## src/include/sdc_pkg.sv

```systemverilog
/*
  Shared constants and types for the stereo converter control block.
  Assumes a single 100 MHz bus clock that also serves as the master clock.
*/
package sdc_pkg;
  // Bus register byte offsets.
  localparam logic [7:0] OFF_VOL_L  = 8'h00;
  localparam logic [7:0] OFF_VOL_R  = 8'h04;
  localparam logic [7:0] OFF_CTRL   = 8'h08;
  localparam logic [7:0] OFF_STATUS = 8'h0c;
  localparam logic [7:0] OFF_LEFT   = 8'h10;
  localparam logic [7:0] OFF_RIGHT  = 8'h14;

  // Serial control word layout.
  localparam int         CTL_WORD_W = 16;
  localparam int         REG_W      = 14;
  localparam logic [1:0] SEL_VOL_L  = 2'h0;
  localparam logic [1:0] SEL_VOL_R  = 2'h1;
  localparam logic [1:0] SEL_CTRL   = 2'h2;

  // Control register field positions.
  localparam int CB_CURVE   = 0;
  localparam int CB_FMT     = 4;
  localparam int CB_MUTE    = 6;
  localparam int CB_AUTODIV = 7;
  localparam int CB_WLEN    = 8;
  localparam int CB_RATE96  = 10;
  localparam int CB_RATE192 = 11;

  // Reset values.
  localparam logic [13:0] VOL_RST  = 14'h3fff;
  localparam logic [13:0] CTRL_RST = 14'h0080;

  // Status register field positions.
  localparam int SB_FLAGS = 0;
  localparam int SB_RATE  = 2;
  localparam int SB_DEEMPHASIS_ENABLE = 4;
  localparam int SB_CURVE = 5;
  localparam int SB_MUTE  = 7;
  localparam int SB_FMT   = 8;
  localparam int SB_DIV   = 10;
  localparam int SB_FAULT = 13;

  // Audio framing and silence detection.
  localparam int         SAMPLE_W      = 24;
  localparam int         SILENCE_LIMIT = 1024;
  localparam logic [5:0] SKIP_I2S      = 6'h01;
  localparam logic [5:0] SKIP_RJ24     = 6'h08;
  localparam logic [5:0] SKIP_RJ20     = 6'h0c;
  localparam logic [5:0] SKIP_RJ16     = 6'h10;
  localparam logic [1:0] WLEN_20       = 2'h1;
  localparam logic [1:0] WLEN_16       = 2'h2;

  // Master clock ratio classes, normalised to the 48 kHz base.
  localparam logic [13:0] RATIO_MIN = 14'h00c0;
  localparam logic [13:0] RATIO_T1  = 14'h0140;
  localparam logic [13:0] RATIO_T2  = 14'h01c0;
  localparam logic [13:0] RATIO_T3  = 14'h0280;
  localparam logic [13:0] RATIO_T4  = 14'h0380;
  localparam logic [13:0] RATIO_MAX = 14'h0500;

  typedef enum logic [1:0] {FMT_RJ, FMT_I2S, FMT_LJ, FMT_DSP} sdc_fmt_t;
  typedef enum logic [1:0] {RATE_48, RATE_96, RATE_192} sdc_rate_t;
endpackage : sdc_pkg

```

## src/logic/sdc_ctrl_port.sv

```systemverilog
/*
  Three-wire serial control port: shifts a word in and hands it on at the latch.
  Assumes its inputs are already resampled onto pclk.
*/
`timescale 1ns/1ps
module sdc_ctrl_port (
  // Clock and reset.
  input  wire logic        pclk,
  input  wire logic        presetn,
  // Resampled control pins.
  input  wire logic        shift_clk,
  input  wire logic        serial_in,
  input  wire logic        word_latch,
  // Completed word.
  output logic [15:0]      word,
  output logic             word_valid
);
  logic        prev_clk;
  logic        prev_latch;
  logic [15:0] shreg;
  logic        next_prev_clk;
  logic        next_prev_latch;
  logic [15:0] next_shreg;
  logic [15:0] next_word;
  logic        next_valid;
  logic        latch_rise;

  assign latch_rise = word_latch & ~prev_latch;

  // Shift on each clock rise, gated or free running; move the word at the latch rise.
  always_comb begin
    next_prev_clk   = shift_clk;
    next_prev_latch = word_latch;
    next_shreg      = shreg;
    next_word       = word;
    next_valid      = 1'b0;
    if (shift_clk && !prev_clk) begin
      next_shreg = {shreg[14:0], serial_in};
    end
    if (latch_rise) begin
      next_word  = shreg;
      next_valid = 1'b1;
    end
  end

  // State registers.
  always_ff @(posedge pclk or negedge presetn) begin
    if (!presetn) begin
      prev_clk   <= 1'b0;
      prev_latch <= 1'b0;
      shreg      <= 16'h0000;
      word       <= 16'h0000;
      word_valid <= 1'b0;
    end else begin
      prev_clk   <= next_prev_clk;
      prev_latch <= next_prev_latch;
      shreg      <= next_shreg;
      word       <= next_word;
      word_valid <= next_valid;
    end
  end
endmodule : sdc_ctrl_port

```

## src/logic/sdc_sync.sv

```systemverilog
/*
  Two flip-flop synchroniser for a group of pin inputs.
  Assumes each bit changes slowly compared with the clock.
*/
`timescale 1ns/1ps
module sdc_sync #(
  parameter int W = 1
) (
  // Clock and reset.
  input  wire logic         pclk,
  input  wire logic         presetn,
  // Pins in, resampled levels out.
  input  wire logic [W-1:0] d,
  output logic      [W-1:0] q
);
  logic [W-1:0] stage1;
  logic [W-1:0] next_stage1;
  logic [W-1:0] next_q;

  // The first stage feeds only the second stage.
  always_comb begin
    next_stage1 = d;
    next_q      = stage1;
  end

  // Both stages clear to zero under reset.
  always_ff @(posedge pclk or negedge presetn) begin
    if (!presetn) begin
      stage1 <= '0;
      q      <= '0;
    end else begin
      stage1 <= next_stage1;
      q      <= next_q;
    end
  end
endmodule : sdc_sync

```

## src/logic/sdc_top.sv

```systemverilog
/*
  Digital control of a stereo audio converter: control registers, pin
  configuration, serial audio receiver, silence flags and clock ratio check.
  Assumes pclk is the master clock and all audio and control pins are asynchronous.
*/
// Decided for this implementation: register access over APB and the placing of the registers.
`timescale 1ns/1ps
module sdc_top #(
  parameter int SILENCE_LIMIT = sdc_pkg::SILENCE_LIMIT
) (
  // Clock and reset.
  input  wire logic        pclk,
  input  wire logic        presetn,
  // Register bus.
  input  wire logic        psel,
  input  wire logic        penable,
  input  wire logic        pwrite,
  input  wire logic [7:0]  paddr,
  input  wire logic [31:0] pwdata,
  output logic      [31:0] prdata,
  output logic             pready,
  output logic             pslverr,
  // Serial control pins.
  input  wire logic        control_shift_clock,
  input  wire logic        control_serial_in,
  input  wire logic        control_word_latch,
  // Serial audio pins.
  input  wire logic        audio_bit_clock,
  input  wire logic        audio_lr_clock,
  input  wire logic        serial_audio_in,
  // Configuration pins.
  input  wire logic        rate_192_sel,
  input  wire logic        rate_96_sel,
  input  wire logic        deemphasis_enable,
  input  wire logic        mute_in,
  input  wire logic        input_format_sel_hi,
  input  wire logic        input_format_sel_lo,
  // Status and samples.
  output logic             left_silence_flag,
  output logic             right_silence_flag,
  output logic      [23:0] left_sample,
  output logic      [23:0] right_sample,
  output logic             sample_strobe,
  // Settings for the converter datapath.
  output logic      [13:0] vol_left,
  output logic      [13:0] vol_right,
  output logic      [1:0]  rate_mode,
  output logic             deemph_active,
  output logic      [1:0]  deemph_curve,
  output logic             mute_out,
  output logic      [1:0]  format_active,
  output logic      [2:0]  mclk_div_idx,
  output logic             clock_fault
);
  localparam int CNT_W = $clog2(SILENCE_LIMIT + 2);
  localparam logic [CNT_W-1:0] LIM = CNT_W'(SILENCE_LIMIT);

  if (SILENCE_LIMIT < 1 || SILENCE_LIMIT > 65534) begin : g_check
    $error("SILENCE_LIMIT out of range");
  end

  // Left-aligns a word that held fewer than the full sample bits.
  function automatic logic [23:0] sdc_align(input logic [23:0] sh, input logic [4:0] n);
    sdc_align = (n == 5'd0) ? 24'h000000 : sh << (5'd24 - n);
  endfunction : sdc_align

  // Bits to skip after a channel change, per format and word length.
  function automatic logic [5:0] sdc_skip(input logic [1:0] fmt, input logic [1:0] wl);
    if (fmt == sdc_pkg::FMT_I2S) sdc_skip = sdc_pkg::SKIP_I2S;
    else if (fmt != sdc_pkg::FMT_RJ) sdc_skip = 6'h00;
    else if (wl == sdc_pkg::WLEN_20) sdc_skip = sdc_pkg::SKIP_RJ20;
    else if (wl == sdc_pkg::WLEN_16) sdc_skip = sdc_pkg::SKIP_RJ16;
    else sdc_skip = sdc_pkg::SKIP_RJ24;
  endfunction : sdc_skip

  // Pins pass two flip-flops before any logic reads them.
  logic [11:0] s_pin;
  sdc_sync #(.W(12)) u_sync (
    .pclk    (pclk),
    .presetn (presetn),
    .d       ({control_shift_clock, control_serial_in, control_word_latch,
                audio_bit_clock, audio_lr_clock, serial_audio_in, rate_192_sel,
                rate_96_sel, deemphasis_enable, mute_in, input_format_sel_hi,
                input_format_sel_lo}),
    .q       (s_pin)
  );
  logic s_bclk, s_lr, s_data, s_192, s_96, s_deemphasis_enable, s_mute;
  logic [1:0] s_fmt;
  assign {s_bclk, s_lr, s_data, s_192, s_96, s_deemphasis_enable, s_mute, s_fmt} = s_pin[8:0];

  // Serial control port.
  logic [15:0] cword;
  logic        cword_valid;
  sdc_ctrl_port u_ctrl (
    .pclk       (pclk),
    .presetn    (presetn),
    .shift_clk  (s_pin[11]),
    .serial_in  (s_pin[10]),
    .word_latch (s_pin[9]),
    .word       (cword),
    .word_valid (cword_valid)
  );

  // Register file and bus slave.
  logic [13:0] ctrl_reg, next_ctrl, next_vol_l, next_vol_r;
  logic [31:0] next_prdata, status;
  logic        bus_wr, mapped;
  assign pready = 1'b1;
  assign bus_wr = psel & penable & pwrite;
  assign mapped = paddr inside {sdc_pkg::OFF_VOL_L, sdc_pkg::OFF_VOL_R,
                  sdc_pkg::OFF_CTRL, sdc_pkg::OFF_STATUS, sdc_pkg::OFF_LEFT,
                  sdc_pkg::OFF_RIGHT};
  assign pslverr = psel & penable & ~mapped;
  assign status = 32'({clock_fault, mclk_div_idx, format_active, mute_out,
                  deemph_curve, deemph_active, rate_mode, right_silence_flag,
                  left_silence_flag});

  // Serial words and bus writes update the registers; the serial word wins a tie.
  always_comb begin
    next_vol_l  = vol_left;
    next_vol_r  = vol_right;
    next_ctrl   = ctrl_reg;
    next_prdata = prdata;
    if (bus_wr && paddr == sdc_pkg::OFF_VOL_L) next_vol_l = pwdata[13:0];
    if (bus_wr && paddr == sdc_pkg::OFF_VOL_R) next_vol_r = pwdata[13:0];
    if (bus_wr && paddr == sdc_pkg::OFF_CTRL) next_ctrl = pwdata[13:0];
    if (cword_valid) begin
      case (cword[1:0])
        sdc_pkg::SEL_VOL_L: next_vol_l = cword[15:2];
        sdc_pkg::SEL_VOL_R: next_vol_r = cword[15:2];
        sdc_pkg::SEL_CTRL:  next_ctrl = cword[15:2];
        default:            ; // Select 11 is ignored, so a same-cycle bus write stands.
      endcase
    end
    if (psel && !penable && !pwrite) begin
      case (paddr)
        sdc_pkg::OFF_VOL_L:  next_prdata = {18'h00000, vol_left};
        sdc_pkg::OFF_VOL_R:  next_prdata = {18'h00000, vol_right};
        sdc_pkg::OFF_CTRL:   next_prdata = {18'h00000, ctrl_reg};
        sdc_pkg::OFF_STATUS: next_prdata = status;
        sdc_pkg::OFF_LEFT:   next_prdata = {8'h00, left_sample};
        sdc_pkg::OFF_RIGHT:  next_prdata = {8'h00, right_sample};
        default:             next_prdata = 32'h00000000;
      endcase
    end
  end

  always_ff @(posedge pclk or negedge presetn) begin
    if (!presetn) begin
      vol_left  <= sdc_pkg::VOL_RST;
      vol_right <= sdc_pkg::VOL_RST;
      ctrl_reg  <= sdc_pkg::CTRL_RST;
      prdata    <= 32'h00000000;
    end else begin
      vol_left  <= next_vol_l;
      vol_right <= next_vol_r;
      ctrl_reg  <= next_ctrl;
      prdata    <= next_prdata;
    end
  end

  // Pin and register settings merge into the working configuration.
  logic [1:0] next_rate, next_fmt, next_curve, next_div;
  logic       next_deemphasis_enable, next_mute;
  always_comb begin
    if (s_192 || ctrl_reg[sdc_pkg::CB_RATE192]) next_rate = sdc_pkg::RATE_192;
    else if (s_96 || ctrl_reg[sdc_pkg::CB_RATE96]) next_rate = sdc_pkg::RATE_96;
    else next_rate = sdc_pkg::RATE_48;
    if (ctrl_reg[sdc_pkg::CB_FMT +: 2] == 2'h0) next_fmt = s_fmt;
    else next_fmt = ctrl_reg[sdc_pkg::CB_FMT +: 2];
    next_deemphasis_enable = s_deemphasis_enable;
    next_curve = (ctrl_reg[sdc_pkg::CB_CURVE +: 2] == 2'h3) ? 2'h0
                 : ctrl_reg[sdc_pkg::CB_CURVE +: 2];
    next_mute  = s_mute | ctrl_reg[sdc_pkg::CB_MUTE] | clock_fault;
  end

  // Receiver state: bit position, shift register and channel tracking.
  logic        prev_bclk, prev_lr, edge_lr, dsp_act, dsp_left;
  logic [5:0]  bit_idx, idx;
  logic [4:0]  nbits, nb;
  logic [23:0] sh, aligned;
  logic        smp_edge, done, done_left;
  logic        next_edge_lr, next_dsp_act, next_dsp_left, next_strobe;
  logic [5:0]  next_idx;
  logic [4:0]  next_nbits;
  logic [23:0] next_sh, next_left, next_right;
  assign smp_edge = (format_active == sdc_pkg::FMT_DSP) ? (prev_bclk & ~s_bclk)
                    : (s_bclk & ~prev_bclk);
  assign aligned  = sdc_align(sh, nbits);

  // Bits are taken only on bit clock edges, so gaps in the bit clock are harmless.
  always_comb begin
    idx = bit_idx;
    nb = nbits;
    done = 1'b0;
    done_left = 1'b0;
    next_edge_lr = edge_lr;
    next_dsp_act = dsp_act;
    next_dsp_left = dsp_left;
    next_idx = bit_idx;
    next_nbits = nbits;
    next_sh = sh;
    if (smp_edge) begin
      next_edge_lr = s_lr;
      if (format_active == sdc_pkg::FMT_DSP) begin
        if (s_lr && !edge_lr) begin
          done = dsp_act && nbits != 5'd0;
          done_left = dsp_left;
          next_dsp_left = dsp_act ? ~dsp_left : 1'b1;
          next_dsp_act = 1'b1;
          next_nbits = 5'd0;
          next_sh = 24'h000000;
        end else if (!s_lr && dsp_act && nbits < 5'd24) begin
          next_sh = {sh[22:0], s_data};
          next_nbits = nbits + 5'd1;
        end
      end else begin
        if (s_lr != edge_lr) begin
          done = nbits != 5'd0;
          done_left = (format_active == sdc_pkg::FMT_I2S) ? ~edge_lr : edge_lr;
          idx = 6'd0;
          nb = 5'd0;
        end else if (bit_idx != 6'd63) begin
          idx = bit_idx + 6'd1;
        end
        next_idx = idx;
        next_nbits = nb;
        next_sh = (nb == 5'd0) ? 24'h000000 : sh;
        if (idx >= sdc_skip(format_active, ctrl_reg[sdc_pkg::CB_WLEN +: 2])
            && nb < 5'd24) begin
          next_sh = {next_sh[22:0], s_data};
          next_nbits = nb + 5'd1;
        end
      end
    end
    next_strobe = done;
    next_left = (done && done_left) ? aligned : left_sample;
    next_right = (done && !done_left) ? aligned : right_sample;
  end

  // Silence counters count channel clock periods since the last nonzero sample.
  logic             lr_tick;
  logic [CNT_W-1:0] cnt [2];
  logic [CNT_W-1:0] next_cnt [2];
  logic [1:0]       nz_clear, next_flag;
  assign lr_tick     = s_lr & ~prev_lr;
  assign nz_clear[0] = done & done_left & (aligned != 24'h000000);
  assign nz_clear[1] = done & ~done_left & (aligned != 24'h000000);
  always_comb begin
    for (int c = 0; c < 2; c++) begin
      if (nz_clear[c]) next_cnt[c] = '0;
      else if (lr_tick && cnt[c] <= LIM) next_cnt[c] = cnt[c] + CNT_W'(1);
      else next_cnt[c] = cnt[c];
      next_flag[c] = next_cnt[c] > LIM;
    end
  end

  // Master clock ratio: pclk cycles per channel clock period, scaled to the 48 kHz base.
  logic [11:0] period_cnt, next_period;
  logic [13:0] norm;
  logic        next_fault;
  assign norm = {2'b00, period_cnt} << rate_mode;
  always_comb begin
    next_period = lr_tick ? 12'h001 : (period_cnt == 12'hfff ? period_cnt
                  : period_cnt + 12'h001);
    next_div = mclk_div_idx[1:0];
    next_fault = clock_fault;
    if (lr_tick) begin
      next_div = (norm < sdc_pkg::RATIO_T1) ? 2'h0 : (norm < sdc_pkg::RATIO_T2) ? 2'h1
                 : (norm < sdc_pkg::RATIO_T3) ? 2'h2 : 2'h3;
      next_fault = norm < sdc_pkg::RATIO_MIN || norm >= sdc_pkg::RATIO_MAX
                   || (norm >= sdc_pkg::RATIO_T1 && !ctrl_reg[sdc_pkg::CB_AUTODIV]);
    end
  end

  logic next_div_top;
  assign next_div_top = lr_tick ? (norm >= sdc_pkg::RATIO_T4) : mclk_div_idx[2];

  always_ff @(posedge pclk or negedge presetn) begin
    if (!presetn) begin
      rate_mode <= sdc_pkg::RATE_48;
      format_active <= sdc_pkg::FMT_RJ;
      deemph_active <= 1'b0;
      deemph_curve <= 2'h0;
      mute_out <= 1'b1;
      prev_bclk <= 1'b0;
      prev_lr <= 1'b0;
      edge_lr <= 1'b0;
      dsp_act <= 1'b0;
      dsp_left <= 1'b1;
      bit_idx <= 6'd0;
      nbits <= 5'd0;
      sh <= 24'h000000;
      sample_strobe <= 1'b0;
      left_sample <= 24'h000000;
      right_sample <= 24'h000000;
      cnt[0] <= '0;
      cnt[1] <= '0;
      left_silence_flag <= 1'b0;
      right_silence_flag <= 1'b0;
      period_cnt <= 12'h000;
      mclk_div_idx <= 3'h0;
      clock_fault <= 1'b0;
    end else begin
      rate_mode <= next_rate;
      format_active <= next_fmt;
      deemph_active <= next_deemphasis_enable;
      deemph_curve <= next_curve;
      mute_out <= next_mute;
      prev_bclk <= s_bclk;
      prev_lr <= s_lr;
      edge_lr <= next_edge_lr;
      dsp_act <= next_dsp_act;
      dsp_left <= next_dsp_left;
      bit_idx <= next_idx;
      nbits <= next_nbits;
      sh <= next_sh;
      sample_strobe <= next_strobe;
      left_sample <= next_left;
      right_sample <= next_right;
      cnt[0] <= next_cnt[0];
      cnt[1] <= next_cnt[1];
      left_silence_flag <= next_flag[0];
      right_silence_flag <= next_flag[1];
      period_cnt <= next_period;
      mclk_div_idx <= {next_div_top, next_div};
      clock_fault <= next_fault;
    end
  end
endmodule : sdc_top

```

## config.mk

```make
export PLATFORM = sky130hd
export DESIGN_NAME = sdc_top
export DESIGN_NICKNAME = d
export VERILOG_FILES = /design/src/include/sdc_pkg.sv /design/src/logic/sdc_ctrl_port.sv /design/src/logic/sdc_sync.sv /design/src/logic/sdc_top.sv
export SDC_FILE = /design/constraint.sdc
export NUM_CORES = 1
export LEC_CHECK = 0
export BUFFER_PORTS_ARGS = -buffer_cell sky130_fd_sc_hd__buf_2
export CAP_MARGIN = 5
export CORE_ASPECT_RATIO = 1.4
export CORE_MARGIN = 3
export CORE_UTILIZATION = 53
export CTS_CLUSTER_DIAMETER = 30
export DETAILED_ROUTE_END_ITERATION = 12
export PLACE_DENSITY = 0.86
export SYNTH_ARGS = -nofsm -noshare
export SYNTH_HDL_FRONTEND = slang
export SYNTH_SLANG_ARGS = --single-unit
```

## constraint.sdc

```tcl
create_clock -name pclk -period 3.3 [get_ports pclk]
set_clock_uncertainty 0.05 [all_clocks]
set_input_delay 0.66 -clock pclk [delete_from_list [all_inputs] [get_ports pclk]]
set_output_delay 0.66 -clock pclk [all_outputs]
set_load 0.01 [all_outputs]
```

==> results.txt, run 1 <==
Run status: finished clean
TritonCTS clock tree: done
Top-area cell type share of the netlist area: 0.425
Cell Area, Synth: 13600 um^2
Avg Vias per Cell: 6.38
Endpoint type of the worst setup path: flip-flop
Synth Area in Compound Gates: 0.158
Slew Viols, Final: 0
GRT Residual Overflow: 0
Critical path required time: 3.70 ns
Synth top cells by count: 231 x dfrtp_1, 171 x nand2_1, 109 x nor2_1, 87 x o21ai_0, 80 x mux2i_1
#FFs+latches synth: 262
Clock-pin slew on the worst setup and hold paths: 0.06 ns
WP data arrival: 3.61 ns
Layout cells sized above 1: 0.279
Hold_sp: rate_192_sel
# rows: 68
Synthesized area per cell: 10.2 um^2
Pwr dens: 847 nW/um^2
Internal power: 8.62 mW
Layout Nets: 1589
Worst min-delay path class: primary input to flip-flop
Gr usage total: 0.283
Core area: 24900 um^2
Horiz. Die Dim: 141 um
Met2 Use GR: 0.467
# clock sinks: 262
Dominant cells by area after synthesis: dfrtp_1 42%, dfstp_2 6.0%, mux2i_1 5.9%, nand2_1 4.7%, mux2_2 4.2%
Synth cell types: 75
First-pass GRT wire length: 62.7 mm
Asr flop ratio synth: 1.00
Global route hottest layer: met2
Cells after Synth: 1332
Peak supply drop: 0.765 mV
Adder-Cell Fraction of Synth Area: 0.0138
Average wire per cell in the routed design: 21.6 um
Vias in the first global route: 11655
LEAKAGE: 7.57 nW
Placed Area: 15000 um^2
Post-route ant nets: 0
Num ports: 182
HPWL after detailed placement: 27.7 mm
Number of enable flip-flop cells after synthesis: 0
Fmax: 0.311 GHz
Largest area contributor in the netlist: dfrtp_1
Initial core utilization: 0.546
Crit start category: flip-flop
Comb power frac: 0.357
Count leader, synth: dfrtp_1
Post-Synth Simple-Gate Area: 0.141
Drt total wl: 40.3 mm
1st-pass router iterations: 7
Worst-Skew Late Latency: 0.54 ns
Largest net degree at the start of global routing: 93
Port bufs: 154
Max Cap Violations: 0
DRC: 0
Seq/Total Area, Yosys: 0.485
Clock Tree Buf Depth: 3
Reg power frac: 0.348
Synth Area in XOR/XNOR: 0.0282
Least-Margin Pin Slew: 1.26 ns
RSZ-0062 raised after global routing: yes
Final Hold Fails: 0
Main combinational cell family by area after synthesis: compound AO/OA/AOI/OAI gates
Mux cell area share after synthesis: 0.134
Root buffer cell: clkbuf_16
Sw Ratio: 0.385
Ys flop type: dfrtp_1
Initial antenna violation count: 0
Final Cycle Share: 0.975
Routability cong.: 0.955
GR Util met3: 0.0495
CTS Buf Count: 40
Slew Limit Headroom: 0.157
CP Max Fanout: 10
Die H: 196 um
Clock share of power: 0.294
Min Tclk post-route: 3.22 ns
Switching power: 5.40 mW
Ant. Diodes: 0
YS warnings: 0
Final Power: 14.0 mW
DR iter-0 viols: 1194
Final instance area: 16600 um^2
Reg2reg start: nbits[0]
Final setup fails: 0
Setup crit start: nbits[0]
WS Path Type: flip-flop to flip-flop
Grt met1 use: 0.348
DR vias: 11892
Syn-to-layout area delta: 21.7%
H-tree depth: 2
Die Area: 27700 um^2
worst paths after layout:
path	endpoint	slack [ns]	cells past startpoint
min	u_sync.next_q[5]	0.18	1
max in group asynchronous	sh[20]	1.73	3
max	cnt[7]	0.08	13
min reg2reg	u_sync.q[7]	0.30	0
max reg2reg	cnt[7]	0.08	13
min in group asynchronous	u_sync.next_q[7]	0.59	2
power by group through the flow:
stage                     clock network, mW  logic [mW]  registers, mW
final                                  4.13        5.01           4.89
after global routing                   4.32        5.40           4.95
after CTS                              4.17        4.63           4.84
after detailed placement                  0        4.52           4.86
after global placement                    0        4.38           4.81
after floorplan                           0        3.06           4.62
worst max-delay path: stages, from the launching register on:
cell	delay, ns
dfrtp_1	0.42
clkinv_2	0.11
ha_4	0.35
clkbuf_16	0.18
mux4_2	0.38
nor4_1	0.33
nand4_1	0.18
o311ai_0	0.14
nand4_1	0.18
nor4_2	0.26
buf_4	0.18
nor2_2	0.07
buf_6	0.18
nor2_1	0.11
through the flow:
step | instances | hold slack, ns | worst slack [ns] | util | TNS (ns)
6_report | 1863 | 0.176 | 0.0826 | 0.664 | 0
3_3_place_gp | 1785 | 0.282 | -0.000335 | 0.603 | -0.000335
5_1_grt | 1863 | 0.159 | -0.0351 | 0.664 | -0.346
4_1_cts | 1860 | 0.159 | 0.00472 | 0.657 | 0
3_5_place_dp | 1785 | 0.287 | -0.0637 | 0.603 | -0.395
2_1_floorplan | 1339 | 0.281 | 0.0222 | - | 0
repair_timing:
action                                  4_1_cts  5_1_grt
cloned                                        0        3
pin swaps                                     2        4
gates resized for setup                       4       22
buffers inserted                              1        0
hold buffers                                  1        0
endpoints found under the setup margin       21       50
endpoints found under the hold margin         3        0
layout by cell type, fill, tap and decap left out, types with 8 or more instances in the layout:
cell type	netlist	layout
dfstp_2	31	31
and3_1	8	8
xnor2_1	24	23
a21oi_1	56	55
mux2i_1	80	79
nor4_1	8	8
mux2_2	51	50
buf_2	10	153
nor2_1	109	105
o31ai_1	20	19
clkbuf_16	0	43
o211a_1	16	16
nand4_1	14	14
xor2_1	18	18
inv_1	23	23
conb_1	2	9
buf_4	10	67
dfrtp_1	231	230
o41ai_1	8	8
a31oi_1	11	11
a222oi_1	14	14
o21ai_0	87	86
ha_1	15	14
a22o_1	25	25
inv_8	0	9
mux4_2	14	15
o211ai_1	8	8
nand3_1	32	32
a22oi_1	15	14
nor3_1	30	28
nor2b_1	12	12
nand2_1	171	171
kinds of logic (layout without fill, tap and decap cells):
logic type	after synthesis	in the layout
AND/OR/NAND/NOR	423	423
AO/OA/AOI/OAI	315	315
flip-flops	262	262
multiplexers	150	150
buffers and inverters	122	331
XOR/XNOR	43	43
adder cells (fa/ha/maj)	15	15
other	2	9
metal layers:
layer | vias up | part of all wire
met4 | 0 | 0.064
met5 | - | 0
met1 | 5830 | 0.36
li1 | 5225 | -
met3 | 179 | 0.079
met2 | 658 | 0.49
cell type report:
| type | instances | area, um^2 |
|---|---|---|
| Sequential cell | 262 | 6600 |
| Multi-Input combinational cell | 955 | 6610 |
| Clock buffer | 45 | 1030 |
| Inverter | 24 | 91.3 |
| Timing Repair Buffer | 234 | 1530 |
| Tap cell | 315 | 394 |
| Fill cell | 1791 | 8370 |
| Clock inverter | 28 | 299 |
Note: power is estimated with default switching activity, not from simulation.
==> inputs of run 2 (changes only) <==
Settings changed: CAP_MARGIN 5 to not set, SETUP_SLACK_MARGIN set to 0.15.
==> results.txt, run 2 (synthesis gave the netlist of run 1 again) <==
Run status: finished clean
Horiz. Die Dim: 141 um (unchanged)
Crit start category: flip-flop
Syn-to-layout area delta: 24.8%
PnR worst setup slack: 0.184 ns (+0.101 ns)
Final Power: 14.9 mW (+6.6%)
Core area: 24900 um^2 (unchanged)
Average wire per cell in the routed design: 22.2 um (+2.7%)
M1 WL: 14.8 mm (+0.61%)
Reg2Reg Depth: 14 (+1)
Port bufs: 154 (unchanged)
Non-filler cells in the finished layout: 1884 (+1.1%)
Num ports: 182 (unchanged)
Final Hold Fails: 0 (unchanged)
DR WL met3: 3.17 mm (-0.50%)
Max Cap Violations: 0 (unchanged)
Pre-CTS setup slack: -0.109 ns (-0.0455 ns)
Gr usage total: 0.290 (+0.00722)
Most numerous cell on the critical path: buf_4
Critical path required time: 3.71 ns (about the same)
Slowest CP cell: dfrtp_2
DR vias: 11934 (+0.35%)
WS Path Type: flip-flop to flip-flop
Layout cells sized above 1: 0.298 (+0.0194)
WP data arrival: 3.52 ns (-0.09 ns)
Die H: 196 um (unchanged)
Drt total wl: 41.9 mm (+3.8%)
# clock sinks: 262 (unchanged)
Worst-Skew Late Latency: 0.55 ns (about the same)
First-pass GRT wire length: 64.0 mm (+1.9%)
CP Max Fanout: 14 (+4)
Final Cycle Share: 0.944 (-0.0306)
Min Hold Slack: 0.0137 ns (-0.162 ns)
Dpl cells: 1783 (-0.11%)
Reg2reg start: nbits[0]
Filler cell count: 1771 (-1.1%)
Endpoint type of the worst setup path: flip-flop
Largest net degree at the start of global routing: 85 (-8.6%)
Layout Nets: 1606 (+1.1%)
GRT Residual Overflow: 0 (unchanged)
Min Tclk post-route: 3.12 ns (-0.101 ns)
Initial antenna violation count: 2 (+2)
Placed Area: 15000 um^2 (about the same)
Hold_buf cts: 0 (-1)
LEAKAGE: 7.74 nW (+2.3%)
CTS Buf Count: 42 (+5.0%)
1st-pass router iterations: 6 (-1)
Final instance area: 17000 um^2 (+2.5%)
DRC: 0 (unchanged)
Die Area: 27700 um^2 (unchanged)
Max stage delay on crit path: 0.44 ns (+0.02 ns)
HPWL after detailed placement: 27.4 mm (-1.0%)
Pwr dens: 881 nW/um^2 (+4.0%)
# rows: 68 (unchanged)
Root buffer cell: clkbuf_16
Routability cong.: 0.914 (-4.3%)
Top sig layer: met5
Initial core utilization: 0.546 (unchanged)
Slew Limit Headroom: 0.173 (+0.0163)
Least-Margin Pin Slew: 1.24 ns (-0.0243 ns)
Reg-to-Reg End: cnt[18]
Clock-pin slew on the worst setup and hold paths: 0.05 ns (about the same)
CP Cell Sequence: inv_4, ha_4, buf_12, buf_6, mux4_2, o21ai_2, a21oi_1, a311oi_2, o2111ai_2, nor4_4, buf_4, nor2_4, buf_4, nor2_1
Worst min-delay path class: primary input to async pin
Fmax: 0.321 GHz (+3.2%)
TritonCTS clock tree: done
Reg-to-reg slack, setup: 0.18 ns (+0.10 ns)
H-tree depth: 2 (unchanged)
Avg Vias per Cell: 6.33 (-0.77%)
Final core occ: 0.681 (+0.0167)
Final setup fails: 0 (unchanged)
Post-route ant nets: 0 (unchanged)
Met2 WL: 20.7 mm (+4.1%)
Slew Viols, Final: 0 (unchanged)
Vias in the first global route: 11890 (+2.0%)
Peak supply drop: 0.683 mV (-11%)
DR iter-0 viols: 1151 (-3.6%)
Clock Tree Buf Depth: 3 (unchanged)
Leading cell type in the layout, fill and taps excluded: dfrtp_1
RSZ-0062 raised after global routing: yes
Setup tns final: 0 ns (unchanged)
Most frequent cells in the layout: 230 x dfrtp_1, 171 x nand2_1, 154 x buf_2
[run 2: changes by cell type in the layout (fill, tap and decap cells not counted), moves of 3 or more]
cell and delta:
clkinvlp_4 +3, nor4_4 +3, nor2_2 -3, buf_4 +10, o21ai_0 -3, clkinv_8 -3, clkinv_2 +5, nor2_4 +3
inv_8 -4, buf_6 +3, bufinv_16 +4, clkbuf_1 -3
[run 2: worst max-delay path, delay by kind of cell, from the launching register on]
kind / cells / cell delay [ns]
AO/OA/AOI/OAI: 4 / 0.78
multiplexers: 1 / 0.37
AND/OR/NAND/NOR: 3 / 0.41
adder cells (fa/ha/maj): 1 / 0.29
buffers and inverters: 5 / 0.66
flip-flops: 1 / 0.44
[run 2: power breakdown]
group	switching (mW)	total [mW]	internal (mW)	leakage, nW
clock network	1.74	4.52	2.78	0.713
logic	3.01	5.53	2.52	3.69
registers	0.886	4.90	4.01	3.34
total	5.63	14.9	9.31	7.74
[run 2: cell type report]
cell class | instances | area, um^2 | area share
antenna | 1 | 2.50 | 0.000147
clock buffer | 45 | 1080 | 0.0638
clock inverter | 33 | 390 | 0.0230
inverter | 24 | 92.6 | 0.00546
multi-input combinational | 957 | 6770 | 0.399
sequential | 262 | 6600 | 0.389
tap | 315 | 394 | 0.0232
timing repair buffer | 247 | 1640 | 0.0967
[run 2: repair_timing]
action                     CTS  global route
gates cloned                 2             3
pin swaps                    4            16
setup endpoints to repair   47            48
buffers inserted             1            16
gates resized for setup     24            34
[run 2: worst max-delay path by stage]
stage | start | to | slack, ns | cells past startpoint
global route | nbits[0] | cnt[18] | 0.04 | 13
global placement | bit_idx[1] | sh[22] | 0.06 | 11
floorplan | u_sync.q[7] | sh[13] | 0.14 | 11
detailed placement | bit_idx[1] | sh[8] | -0.11 | 11
finish | nbits[0] | cnt[18] | 0.18 | 14
CTS | nbits[0] | cnt[16] | 0.17 | 12
[run 2: metal layers]
| layer | up-vias | GRT usage |
|---|---|---|
| met1 | 5879 | 0.337 |
| met5 | - | 0 |
| met4 | 4 | 0.203 |
| met3 | 182 | 0.0605 |
| met2 | 610 | 0.477 |
| li1 | 5259 | - |
